File: config.mk
export PLATFORM = sky130hd
export DESIGN_NAME = nts_host
export DESIGN_NICKNAME = d
export VERILOG_FILES = /design/src/nts_host.v /design/src/nts_timer.v
export VERILOG_INCLUDE_DIRS = /design/src /design/src/src
export SDC_FILE = /design/constraint.sdc
export NUM_CORES = 1
export LEC_CHECK = 0
export BUFFER_PORTS_ARGS = -buffer_cell sky130_fd_sc_hd__buf_2
export CAP_MARGIN = 20
export CORE_MARGIN = 2
export CORE_UTILIZATION = 55
export DETAILED_ROUTE_END_ITERATION = 6
export GPL_TIMING_DRIVEN = 1
export PLACE_DENSITY = 0.84
export SLEW_MARGIN = 15
export SYNTH_ARGS = -nofsm -noshare
export SYNTH_HDL_FRONTEND = slang
export SYNTH_SLANG_ARGS = --single-unit
File: constraint.sdc
create_clock -name CLK_SYS -period 2.26 [get_ports CLK_SYS]
set_clock_uncertainty 0.1 [all_clocks]
set_input_delay 0.339 -clock CLK_SYS [delete_from_list [all_inputs] [get_ports CLK_SYS]]
set_output_delay 0.339 -clock CLK_SYS [all_outputs]
set_load 0.01 [all_outputs]
File: src/nts_map.vh
`ifndef NTS_MAP_VH
`define NTS_MAP_VH
// =====================================
// clock and conversions
`define NTS_CLK_NS              40
`define NTS_CEIL_CYC(ns)        (((ns) + `NTS_CLK_NS - 1) / `NTS_CLK_NS)
`define NTS_US_FLOOR_CYC(us)    (((us) * 1000) / `NTS_CLK_NS)
// =====================================
// least gaps the host keeps, in ns
`define NTS_BUSY_ASSERT_DELAY_NS  100
`define NTS_READY_TO_READ_GAP_NS  20
`define NTS_LATCH_TO_READ_GAP_NS  15
`define NTS_CMD_LATCH_TO_READ_NS  15
`define NTS_COMMAND_TO_READ_NS    60
`define NTS_ADDRESS_TO_DATA_NS    100
`define NTS_CACHE_READ_HOLD_NS    100
`define NTS_PROTECT_SETTLE_NS     100
// =====================================
// longest busy times of the device
`define NTS_READ_BUSY_US        25
`define NTS_PROGRAM_BUSY_US     700
`define NTS_ERASE_BUSY_US       3000
`define NTS_RESET_IDLE_US       5
`define NTS_RESET_PROGRAM_US    10
`define NTS_RESET_ERASE_US      500
`define NTS_CACHE_BUSY_US       700
// =====================================
// page and commands
`define NTS_PAGE_BYTES          2112
`define NTS_CMD_READ1           8'h00
`define NTS_CMD_READ2           8'h30
`define NTS_CMD_CACHE_READ      8'h31
`define NTS_CMD_PROG1           8'h80
`define NTS_CMD_PROG2           8'h10
`define NTS_CMD_CACHE_PROG2     8'h15
`define NTS_CMD_ERASE1          8'h60
`define NTS_CMD_ERASE2          8'hD0
`define NTS_CMD_RESET           8'hFF
`define NTS_CMD_STATUS          8'h70
// =====================================
// operation codes on OP_CODE
`define NTS_OP_READ             3'h0
`define NTS_OP_PROG             3'h1
`define NTS_OP_ERASE            3'h2
`define NTS_OP_RESET            3'h3
`define NTS_OP_STATUS           3'h4
`define NTS_OP_CACHE_PROG       3'h5
`define NTS_OP_CACHE_READ       3'h6
`endif

File: src/nts_host.v
// Overview of operation
// - read strobe falls at least 20 ns after ready/busy rises.
// - read strobe falls at least 15 ns after address latch select falls.
// - read strobe falls at least 15 ns after command latch select falls.
// - at least 60 ns from command write strobe rise to read strobe fall.
// - at least 100 ns from last address strobe rise to first data rise.
// - in cache read, read strobe stays high at least 100 ns.
// - write-protect changes at least 100 ns before next write strobe rise; a supply drop mid-operation pulls it low at once, with no such wait.
// - a data-input burst carries at most 2112 bytes.
// - status read is command 70h then a read strobe returning status.
// - write-protect held low while supply is not in nominal range.
`timescale 1ns/1ps
`default_nettype none
`include "nts_map.vh"
module nts_host #(
   parameter ADDR_CYCLES    = 5,
   parameter PROG_BUSY_CYC  = `NTS_US_FLOOR_CYC(`NTS_PROGRAM_BUSY_US),
   parameter ERASE_BUSY_CYC = `NTS_US_FLOOR_CYC(`NTS_ERASE_BUSY_US),
   parameter CACHE_BUSY_CYC = `NTS_US_FLOOR_CYC(`NTS_CACHE_BUSY_US)
) (
   input  wire        CLK_SYS,
   input  wire        SRST,
   input  wire        OP_VALID,
   input  wire [2:0]  OP_CODE,
   input  wire [39:0] OP_ADDR,
   input  wire [11:0] OP_LEN,
   output reg         OP_READY,
   input  wire [7:0]  WR_DATA,
   input  wire        WR_VALID,
   output reg         WR_TAKEN,
   output reg  [7:0]  RD_DATA,
   output reg         RD_VALID,
   output reg         OP_DONE,
   output reg         OP_TIMEOUT,
   output reg  [7:0]  OP_STATUS,
   input  wire        PROG_ERASE_ENABLE,
   input  wire        POWER_GOOD,
   output reg         NAND_CE_N,
   output reg         COMMAND_LATCH_SELECT,
   output reg         ADDRESS_LATCH_SELECT,
   output reg         NAND_WE_N,
   output reg         NAND_RE_N,
   output reg         NAND_WP_N,
   input  wire [7:0]  IO_IN,
   output reg  [7:0]  IO_OUT,
   output reg         IO_OE_N,
   input  wire        READY_BUSY_LINE
);
   // =====================================
   // timing counts
   localparam [16:0] GAP_WB    = `NTS_CEIL_CYC(`NTS_BUSY_ASSERT_DELAY_NS);
   localparam [16:0] GAP_RR    = `NTS_CEIL_CYC(`NTS_READY_TO_READ_GAP_NS);
   localparam [16:0] GAP_AR    = `NTS_CEIL_CYC(`NTS_LATCH_TO_READ_GAP_NS);
   localparam [16:0] GAP_CLR   = `NTS_CEIL_CYC(`NTS_CMD_LATCH_TO_READ_NS);
   localparam [16:0] GAP_WHR   = `NTS_CEIL_CYC(`NTS_COMMAND_TO_READ_NS);
   localparam [16:0] GAP_ADL   = `NTS_CEIL_CYC(`NTS_ADDRESS_TO_DATA_NS);
   localparam [16:0] GAP_CRRH  = `NTS_CEIL_CYC(`NTS_CACHE_READ_HOLD_NS);
   localparam [16:0] GAP_WW    = `NTS_CEIL_CYC(`NTS_PROTECT_SETTLE_NS);
   localparam [16:0] TO_READ   = `NTS_US_FLOOR_CYC(`NTS_READ_BUSY_US);
   localparam [16:0] TO_RESET  = `NTS_US_FLOOR_CYC(`NTS_RESET_IDLE_US);
   localparam [16:0] TO_PROG   = PROG_BUSY_CYC;
   localparam [16:0] TO_ERASE  = ERASE_BUSY_CYC;
   localparam [16:0] TO_CACHE  = CACHE_BUSY_CYC;
   localparam [11:0] PAGE_MAX  = `NTS_PAGE_BYTES;
   localparam [2:0]  ADDR_FULL = ADDR_CYCLES;
   localparam [2:0]  ADDR_ROW  = ADDR_CYCLES - 2;
   // =====================================
   // states
   localparam [3:0] S_IDLE = 4'h0;
   localparam [3:0] S_C1   = 4'h1;
   localparam [3:0] S_AD   = 4'h2;
   localparam [3:0] S_GAP  = 4'h3;
   localparam [3:0] S_WD   = 4'h4;
   localparam [3:0] S_C2   = 4'h5;
   localparam [3:0] S_BSY  = 4'h6;
   localparam [3:0] S_RD   = 4'h7;
   localparam [3:0] S_DONE = 4'h8;

   reg  [3:0]  state;
   reg  [3:0]  ret;
   reg         ph;
   reg  [2:0]  op;
   reg  [39:0] addr_sh;
   reg  [2:0]  addr_left;
   reg  [11:0] cnt;
   reg  [16:0] busy_max;
   reg         tmr_load;
   reg  [16:0] tmr_val;
   wire        tmr_done;
   wire        want_wp_n;

   // =====================================
   // helpers
   function [7:0] first_cmd;
      input [2:0] o;
      begin
         case (o)
            `NTS_OP_READ:       first_cmd = `NTS_CMD_READ1;
            `NTS_OP_PROG:       first_cmd = `NTS_CMD_PROG1;
            `NTS_OP_CACHE_PROG: first_cmd = `NTS_CMD_PROG1;
            `NTS_OP_ERASE:      first_cmd = `NTS_CMD_ERASE1;
            `NTS_OP_RESET:      first_cmd = `NTS_CMD_RESET;
            `NTS_OP_CACHE_READ: first_cmd = `NTS_CMD_CACHE_READ;
            default:            first_cmd = `NTS_CMD_STATUS;
         endcase
      end
   endfunction

   function [16:0] busy_limit;
      input [2:0] o;
      begin
         case (o)
            `NTS_OP_PROG:       busy_limit = TO_PROG;
            `NTS_OP_ERASE:      busy_limit = TO_ERASE;
            `NTS_OP_CACHE_PROG: busy_limit = TO_CACHE;
            `NTS_OP_RESET:      busy_limit = TO_RESET;
            default:            busy_limit = TO_READ;
         endcase
      end
   endfunction

   function is_write;
      input [2:0] o;
      begin
         is_write = (o == `NTS_OP_PROG) || (o == `NTS_OP_CACHE_PROG);
      end
   endfunction

   // supply outside nominal range forces protection
   assign want_wp_n = PROG_ERASE_ENABLE & POWER_GOOD;

   nts_timer #(
      .WIDTH (17)
   ) u_timer (
      .clk     (CLK_SYS),
      .srst    (SRST),
      .load    (tmr_load),
      .value   (tmr_val),
      .expired (tmr_done)
   );

   // =====================================
   // sequencer
   always @(posedge CLK_SYS) begin
      if (SRST) begin
         state <= S_IDLE;
         ret <= S_IDLE;
         ph <= 1'b0;
         op <= 3'h0;
         addr_sh <= 40'h0;
         addr_left <= 3'h0;
         cnt <= 12'h0;
         busy_max <= 17'h0;
         tmr_load <= 1'b0;
         tmr_val <= 17'h0;
         OP_READY <= 1'b0;
         WR_TAKEN <= 1'b0;
         RD_DATA <= 8'h00;
         RD_VALID <= 1'b0;
         OP_DONE <= 1'b0;
         OP_TIMEOUT <= 1'b0;
         OP_STATUS <= 8'h00;
         NAND_CE_N <= 1'b1;
         COMMAND_LATCH_SELECT <= 1'b0;
         ADDRESS_LATCH_SELECT <= 1'b0;
         NAND_WE_N <= 1'b1;
         NAND_RE_N <= 1'b1;
         NAND_WP_N <= 1'b0;
         IO_OUT <= 8'h00;
         IO_OE_N <= 1'b1;
      end else begin
         tmr_load <= 1'b0;
         WR_TAKEN <= 1'b0;
         RD_VALID <= 1'b0;
         OP_DONE <= 1'b0;
         if (!POWER_GOOD) begin
            NAND_WP_N <= 1'b0;
         end
         case (state)
            S_IDLE: begin
               NAND_CE_N <= 1'b1;
               IO_OE_N <= 1'b1;
               if (NAND_WP_N != want_wp_n) begin
                  // settle before any strobe can follow
                  OP_READY <= 1'b0;
                  NAND_WP_N <= want_wp_n;
                  tmr_load <= 1'b1;
                  tmr_val <= GAP_WW;
                  ret <= S_IDLE;
                  state <= S_GAP;
               end else if (OP_VALID && OP_READY) begin
                  OP_READY <= 1'b0;
                  OP_TIMEOUT <= 1'b0;
                  op <= OP_CODE;
                  busy_max <= busy_limit(OP_CODE);
                  if (OP_CODE == `NTS_OP_ERASE) begin
                     addr_sh <= {16'h0000, OP_ADDR[39:16]};
                     addr_left <= ADDR_ROW;
                  end else begin
                     addr_sh <= OP_ADDR;
                     addr_left <= ADDR_FULL;
                  end
                  if (OP_CODE == `NTS_OP_STATUS) begin
                     cnt <= 12'h001;
                  end else if (OP_LEN > PAGE_MAX) begin
                     cnt <= PAGE_MAX;
                  end else if (OP_LEN == 12'h000) begin
                     cnt <= 12'h001;
                  end else begin
                     cnt <= OP_LEN;
                  end
                  NAND_CE_N <= 1'b0;
                  ph <= 1'b0;
                  state <= S_C1;
               end else begin
                  // serialised: offered whenever idle with protect settled; ready/busy is not checked
                  OP_READY <= 1'b1;
               end
            end
            S_C1, S_C2: begin
               if (!ph) begin
                  COMMAND_LATCH_SELECT <= 1'b1;
                  // address phase is over; both latches high would be illegal
                  ADDRESS_LATCH_SELECT <= 1'b0;
                  IO_OE_N <= 1'b0;
                  NAND_WE_N <= 1'b0;
                  if (state == S_C1) begin
                     IO_OUT <= first_cmd(op);
                  end else if (op == `NTS_OP_READ) begin
                     IO_OUT <= `NTS_CMD_READ2;
                  end else if (op == `NTS_OP_ERASE) begin
                     IO_OUT <= `NTS_CMD_ERASE2;
                  end else if (op == `NTS_OP_CACHE_PROG) begin
                     IO_OUT <= `NTS_CMD_CACHE_PROG2;
                  end else begin
                     IO_OUT <= `NTS_CMD_PROG2;
                  end
                  ph <= 1'b1;
               end else begin
                  NAND_WE_N <= 1'b1;
                  ph <= 1'b0;
                  // a stale gap equal to the assert delay would skip that wait
                  tmr_val <= 17'h0;
                  if (state == S_C1 && op == `NTS_OP_STATUS) begin
                     tmr_load <= 1'b1;
                     tmr_val <= (GAP_WHR > GAP_CLR) ? GAP_WHR : GAP_CLR;
                     ret <= S_RD;
                     state <= S_GAP;
                  end else if (state == S_C1 && (op == `NTS_OP_RESET
                               || op == `NTS_OP_CACHE_READ)) begin
                     state <= S_BSY;
                  end else if (state == S_C1) begin
                     state <= S_AD;
                  end else begin
                     state <= S_BSY;
                  end
               end
            end
            S_AD: begin
               COMMAND_LATCH_SELECT <= 1'b0;
               if (!ph) begin
                  ADDRESS_LATCH_SELECT <= 1'b1;
                  IO_OE_N <= 1'b0;
                  IO_OUT <= addr_sh[7:0];
                  NAND_WE_N <= 1'b0;
                  ph <= 1'b1;
               end else begin
                  NAND_WE_N <= 1'b1;
                  addr_sh <= {8'h00, addr_sh[39:8]};
                  addr_left <= addr_left - 3'h1;
                  ph <= 1'b0;
                  if (addr_left == 3'h1) begin
                     if (is_write(op)) begin
                        tmr_load <= 1'b1;
                        tmr_val <= GAP_ADL;
                        ret <= S_WD;
                        state <= S_GAP;
                     end else begin
                        state <= S_C2;
                     end
                  end
               end
            end
            S_GAP: begin
               COMMAND_LATCH_SELECT <= 1'b0;
               ADDRESS_LATCH_SELECT <= 1'b0;
               if (tmr_done && !tmr_load) begin
                  state <= ret;
               end
            end
            S_WD: begin
               if (!ph) begin
                  // writer may stall the burst by holding WR_VALID low
                  if (WR_VALID) begin
                     IO_OE_N <= 1'b0;
                     IO_OUT <= WR_DATA;
                     NAND_WE_N <= 1'b0;
                     WR_TAKEN <= 1'b1;
                     ph <= 1'b1;
                  end
               end else begin
                  NAND_WE_N <= 1'b1;
                  cnt <= cnt - 12'h001;
                  ph <= 1'b0;
                  if (cnt == 12'h001) begin
                     state <= S_C2;
                  end
               end
            end
            S_BSY: begin
               COMMAND_LATCH_SELECT <= 1'b0;
               IO_OE_N <= 1'b1;
               if (!ph) begin
                  // ready/busy is meaningless until the device had time to drop it
                  if (!tmr_load && tmr_val != GAP_WB) begin
                     tmr_load <= 1'b1;
                     tmr_val <= GAP_WB;
                  end else if (tmr_done && !tmr_load) begin
                     tmr_load <= 1'b1;
                     tmr_val <= busy_max;
                     ph <= 1'b1;
                  end
               end else if (!tmr_load) begin
                  if (READY_BUSY_LINE) begin
                     ph <= 1'b0;
                     tmr_val <= 17'h0;
                     if (op == `NTS_OP_READ || op == `NTS_OP_CACHE_READ) begin
                        tmr_load <= 1'b1;
                        tmr_val <= (GAP_RR > GAP_AR) ? GAP_RR : GAP_AR;
                        ret <= S_RD;
                        state <= S_GAP;
                     end else begin
                        state <= S_DONE;
                     end
                  end else if (tmr_done) begin
                     OP_TIMEOUT <= 1'b1;
                     tmr_val <= 17'h0;
                     ph <= 1'b0;
                     state <= S_DONE;
                  end
               end
            end
            S_RD: begin
               IO_OE_N <= 1'b1;
               if (!ph) begin
                  NAND_RE_N <= 1'b0;
                  ph <= 1'b1;
               end else begin
                  // sampled at the end of a 40 ns low phase
                  NAND_RE_N <= 1'b1;
                  RD_DATA <= IO_IN;
                  RD_VALID <= 1'b1;
                  cnt <= cnt - 12'h001;
                  ph <= 1'b0;
                  if (op == `NTS_OP_STATUS) begin
                     OP_STATUS <= IO_IN;
                  end
                  if (cnt == 12'h001) begin
                     state <= S_DONE;
                  end else if (op == `NTS_OP_CACHE_READ) begin
                     tmr_load <= 1'b1;
                     tmr_val <= GAP_CRRH;
                     ret <= S_RD;
                     state <= S_GAP;
                  end
               end
            end
            S_DONE: begin
               NAND_CE_N <= 1'b1;
               IO_OE_N <= 1'b1;
               OP_DONE <= 1'b1;
               state <= S_IDLE;
            end
            default: begin
               state <= S_IDLE;
            end
         endcase
      end
   end
endmodule
`default_nettype wire

File: src/nts_timer.v
`timescale 1ns/1ps
`default_nettype none
// =====================================
// down counter, expired once load has settled and count hits zero
module nts_timer #(
   parameter WIDTH = 17
) (
   input  wire             clk,
   input  wire             srst,
   input  wire             load,
   input  wire [WIDTH-1:0] value,
   output wire             expired
);
   reg [WIDTH-1:0] count;

   // load masks the stale zero of the previous wait
   assign expired = ~load & (count == {WIDTH{1'b0}});

   always @(posedge clk) begin
      if (srst) begin
         count <= {WIDTH{1'b0}};
      end else if (load) begin
         count <= value;
      end else if (count != {WIDTH{1'b0}}) begin
         count <= count - {{(WIDTH-1){1'b0}}, 1'b1};
      end
   end
endmodule
`default_nettype wire

======== After elaboration in Yosys (flattened, before gate mapping) ========
Index checks and enable logic that the tools add are counted.
storage, ports and cells
  flip-flop bits (word level) ............. 155
  bits of input ports ..................... 78
  output and inout port bits .............. 36
  word-level logic and storage cells ...... 275
operators by class
  $add $sub $neg .......................... 3
  order comparisons ....................... 1
  eq/ne operators ......................... 56
  mux-type cells .......................... 132
  bitwise operators ....................... 6
  reductions and logical operators ........ 51
operator list
  operator                                                               number
  17-bit two-way mux                                                     16
  40-bit two-way mux                                                     4
  4-bit two-way mux                                                      29
  17-bit case mux with 5 select lines                                    1
  40-bit case mux with 2 select lines                                    1
  12-bit two-way mux                                                     6
  8-bit two-way mux                                                      7
  17-bit case mux with 3 select lines                                    1
  2-bit != test (second input constant)                                  25
  1-bit two-way mux                                                      43
  8-bit case mux with 5 select lines                                     1
  4-bit case mux with 7 select lines                                     1
  3-bit two-way mux                                                      9
  12-bit case mux with 2 select lines                                    1
  8-bit case mux with 3 select lines                                     1
  12-bit AND reduction                                                   2
  4-bit case mux with 5 select lines                                     1
  17-bit zero test                                                       1
  17-bit by 2-bit != test with 1-bit output (second input constant)      1
  17-bit nonzero test                                                    1
  17-bit by 1-bit subtractor with 17-bit output (second input constant)  1
  4-bit by 3-bit == test with 1-bit output (second input constant)       4
  3-bit == test (second input constant)                                  5
  3-bit != test (second input constant)                                  5
  other kinds (39)                                                       82

======== Longest topological paths before layout ========
  depth in word-level cells ............... 7
  mapped depth ............................ 9
  mapped depth without buffers ............ 8

======== Hierarchy ========
A second synthesis with hierarchy kept.
second synthesis, totals
  cell total of the unflattened synthesis .. 923
  area total of the unflattened synthesis .. 7309.5 µm²
modules (own cells, without submodules)
  module     times used  cells an instance  area each (µm²)
  nts_host   1           813                6376.1
  nts_timer  1           110                933.4

======== Least setup slack after synthesis ========
Ideal clock, no wire load.
  path kind ............................... flip-flop to flip-flop
  start point ............................. register tmr_val[5]
  end point ............................... register tmr_val[1]
  setup time .............................. 0.119 ns
  arrival ................................. 1.852 ns
  data required time ...................... 2.041 ns
  slack ................................... 0.189 ns
  cell stages (with the launch flop) ...... 8
  path buffers ............................ 1
  period minus slack after synthesis ...... 2.071 ns
  cells stage by stage .................... dfxtp_1 > or4_4 > nor4_4 > a21o_1 > a31oi_4 > and2_1 > buf_6 > mux2i_1
on the way
  cells in the longest elaborated chain, start to end .. 5
  elaborated cells on any way between the ends .. 7
RTL lines
  element                                        line            source
  from (decl)                                    nts_host.v:88   reg [16:0] tmr_val;
  from (signal assigned)                         nts_host.v:246  tmr_val <= (GAP_WHR > GAP_CLR) ? GAP_WHR : GAP_CLR;
  from (signal assigned)                         nts_host.v:320  tmr_val <= busy_max;
  from (signal assigned)                         nts_host.v:329  tmr_val <= (GAP_RR > GAP_AR) ? GAP_RR : GAP_AR;
  17-bit by 2-bit != test with 1-bit output (*)  nts_host.v:315  if (!tmr_load && tmr_val != GAP_WB) begin
  1-bit logical AND (*)                          nts_host.v:315
  17-bit two-way mux                             nts_host.v:315
  17-bit two-way mux                             nts_host.v:313  if (!ph) begin
  17-bit case mux with 5 select lines            nts_host.v:179  case (state)
Mark *: on every way between the ends. The rest lies on a longest branch, timed or not.
A chain may end at the register's enable or synchronous reset.

======== Worst setup path in the final report ========
  start point ............................. register addr_left[0]
  end point ............................... register ret[1]
on the way
  cells in the longest elaborated chain, start to end .. 3
RTL lines
  element                                   line            source
  from (decl)                               nts_host.v:84   reg [2:0] addr_left;
  from (signal assigned)                    nts_host.v:270  addr_left <= addr_left - 3'h1;
  3-bit by 1-bit == test with 1-bit output  nts_host.v:272  if (addr_left == 3'h1) begin
  2-bit != test (no source line)            n/a
  14-bit AND reduction (no source line)     n/a
  to (signal assigned)                      nts_host.v:247  ret <= S_RD;
  to (signal assigned)                      nts_host.v:276  ret <= S_WD;
  to (signal assigned)                      nts_host.v:330  ret <= S_RD;
  to (decl)                                 nts_host.v:80   reg [3:0] ret;
No other way between the ends.

==> metrics.txt <==
Critical Path Start=addr_left[0]; net count after synthesis=981; CP Cell Sequence=ha_1, nor2b_1, a31oi_1, o21a_1, nor4_1, buf_4, nand3_1, mux2_1; vias in the first global route=6,572; Post-synth top flop=dfxtp_1; Hold Violations, Final=0; Least-Margin Pin Slew=0.716 ns; total grt overflow=0; Post-CTS Hold Fix Bufs=0; critical path type=reg2reg; FP Rows=41; initial DRC count=633; fill cell count=1,053; Leak Pwr=3.48 nW; vias=7,124; setup slack, reg-to-reg=0.06 ns; Max Used Layer=met4; RSZ-0062 raised after global routing=false; final WL=19,600 µm; Max clock buf depth=2; Post-synth EDFFs=0; Synth Register Bits=138; die area=13,800 µm²; worst setup path endpoint=ret[1]; Post-CTS Setup Inserts=0; mux contribution to synthesized area=0.0553; Net count, final=1,105; CP peak stage delay=0.37 ns; Initial DRT Pass Iterations=6; Critical Path Fanout Max=12; post-DR vias/cell=5.92; WL met2=9240 µm; Synth cell types=63; Reg2Reg Depth=8; Tmin final=2.20 ns; CP max-delay cell=dfxtp_1; Setup crit end kind=flop; chip height=118 µm; clock transition at the registers of the reported paths=0.06 ns; Worst Hold Class=in2reg; maxcap violations=0; setup TNS=0 ns; I/O Buffers=113; drt drc=0; r2r startpoint=addr_left[0]; status=finished, final reports clean; r2r endpoint=ret[1]; largest net degree at the start of global routing=66; core area=12,600 µm²; Synth Area in Compound Gates=0.204; main combinational cell family by area after synthesis=simple AND/OR/NAND/NOR gates; final worst-path cycle share=0.974; crit path setup slack, layout=0.0581 ns; TritonCTS Buffers=17; total track usage=0.282; share of cells above drive strength 1=0.220; routability cong.=1.02; VDD IR-drop max=0.697 mV; dpl cell area=8140 µm²; Initial Util=0.562; Gate Count Post-Synth=898; arrival time worst endpoint=2.41 ns; IO Pins=114; Clock Sinks=138; CTS tree=built; Post-DRT Antenna Nets=0; post-synthesis sequential area ratio=0.390; routed wire length per instance=16.3 µm; Post-Synth Simple-Gate Area=0.277; area of the multi-input gates=4090 µm²; Syn. warnings=0; Final HPWL DP=13,500 µm; power density cells=1120 nW/µm²; crit start category=flop; Antenna Cells=0; clk_lat worst skew=0.43 ns; max_slew headroom=0.523; Design Area, Final=8750 µm²; initial antenna violation count=1; final setup fails=0; max frequency=0.454 GHz; Die W=118 µm; XOR/XNOR Fraction of Synth Area=0.0198; Area Overhead vs Synth=23.4%; Async SR Flop Fraction=0; met1 wire length=8490 µm; H-tree depth=4; data required time of the critical path=2.47 ns; Sequential Area=2760 µm²; mapped cell area=7090 µm²; adder-cell share of the synthesized area=0.00883; Mapped Avg Cell Area=7.89 µm²; metal3 WL=1570 µm; Max Slew Vio Count=0; Util after Layout=0.693; Place WS=-0.0395 ns; clock root buffer=clkbuf_16; global-route wire length before repair=32,000 µm
area by class of cell:
cell class                      count  share of cell area
Inverter                           11             0.00472
Sequential cell                   138               0.316
Timing Repair Buffer              174               0.126
Multi-Input combinational cell    680               0.468
Clock inverter                      7             0.00815
Tap cell                          172              0.0246
Clock buffer                       22              0.0531
power breakdown:
| group | total [mW] | internal (mW) | switching, mW |
|---|---|---|---|
| Clock | 2.57 | 1.55 | 1.02 |
| Combinational | 3.97 | 1.67 | 2.30 |
| Sequential | 3.23 | 2.88 | 0.348 |
sequential cells by signal, indices dropped and copies added (netlist names), 2 cells and up:
register,count
u_timer.count,17
ret,2
OP_STATUS,8
state,4
IO_OUT,8
busy_max,9
RD_DATA,8
tmr_val,10
cnt,12
addr_left,3
op,3
addr_sh,40
synthesized netlist by cell type (3+ instances only):
library cell  number  area, µm²
dfxtp_1          138       2760
nand2_1          129        484
a21oi_1           88        440
nor2_1            79        297
clkbuf_1          48        180
nor3_1            39        195
mux2i_1           38        380
o211ai_1          29        218
nand3_1           28        140
o21ai_0           26        130
nand2b_1          21        131
a211oi_1          15        113
nor4_1            15       93.8
nand4_1           14       87.6
buf_2             13       65.1
a221oi_1          11       96.3
inv_1             11       41.3
o21ai_1           11       55.1
a22oi_1            9       67.6
a31oi_1            8       50.1
or3_1              8       50.1
xnor2_1            8       70.1
xor2_1             8       70.1
buf_1              7       26.3
nor2b_1            7       43.8
a311oi_1           6       52.6
nor3b_1            6       45.0
or4_1              6       45.0
a21o_1             5       37.5
and3_1             5       31.3
ha_1               5       62.6
nor4b_1            5       43.8
and3b_1            4       35.0
o31ai_1            4       30.0
and2_1             3       18.8
and4_1             3       26.3
nand3b_1           3       22.5
nand4b_1           3       26.3
o21a_1             3       22.5
worst min-delay path by stage:
stage | depth (start not counted) | slack (ns) | start | end
3_5_place_dp | 2 | 0.34 | RD_DATA[4] | RD_DATA[4]
5_1_grt | 3 | 0.07 | IO_IN[2] | RD_DATA[2]
2_1_floorplan | 2 | 0.33 | addr_sh[32] | addr_sh[32]
3_3_place_gp | 2 | 0.34 | RD_DATA[0] | RD_DATA[0]
4_1_cts | 3 | 0.05 | IO_IN[5] | RD_DATA[5]
6_report | 3 | 0.06 | IO_IN[5] | RD_DATA[5]
critical path, delay by kind of cell, from the launching register on:
kind                       cells  cell delay (ns)
and+or+nand+nor                3             0.58
muxes                          1             0.32
buffers and inverters          1             0.24
AOI/OAI and AO/OA              2             0.33
DFF                            1             0.37
adders and majority gates      1             0.15
metrics by stage:
step | cells | power, mW | hold WS [ns]
after CTS | 1204 | 9.66 | 0.0482
final | 1204 | 9.77 | 0.0580
after floorplan | 898 | 5.82 | 0.332
after global placement | 1175 | 6.97 | 0.338
after detailed placement | 1175 | 7.05 | 0.343
after global routing | 1204 | 10.4 | 0.0663
metal layers:
metal  global-route usage  vias up
li1                     -     3505
met1                0.373     3298
met2                0.447      288
met3               0.0741       33
met4               0.0964        0
met5                    0        -
placed cells by master, fill, tap and decap left out, types with 12 or more instances in the layout:
| cell type | n |
|---|---|
| a211oi_1 | 15 |
| o211ai_1 | 29 |
| clkbuf_16 | 17 |
| nor2_1 | 79 |
| o21ai_0 | 25 |
| buf_4 | 56 |
| nand3_1 | 28 |
| dfxtp_1 | 137 |
| nand4_1 | 14 |
| nor4_1 | 13 |
| nand2b_1 | 20 |
| nor3_1 | 37 |
| a21oi_1 | 88 |
| nand2_1 | 129 |
| mux2i_1 | 38 |
| o21ai_1 | 12 |
| buf_2 | 112 |
cells by family (layout without fill, tap and decap cells):
kind of cell	Yosys count	count (layout)
AND/OR/NAND/NOR	391	391
XOR/XNOR	16	16
AO/OA/AOI/OAI	229	229
buffers and inverters	80	214
adder cells (fa/ha/maj)	5	5
multiplexers	39	39
flip-flops	138	138
what timing repair did:
action | CTS | global route
endpoints found under the setup margin | 0 | 39
endpoints found under the hold margin | 0 | 0
resized for setup | 0 | 17
Power figures use the tool's default switching activity.
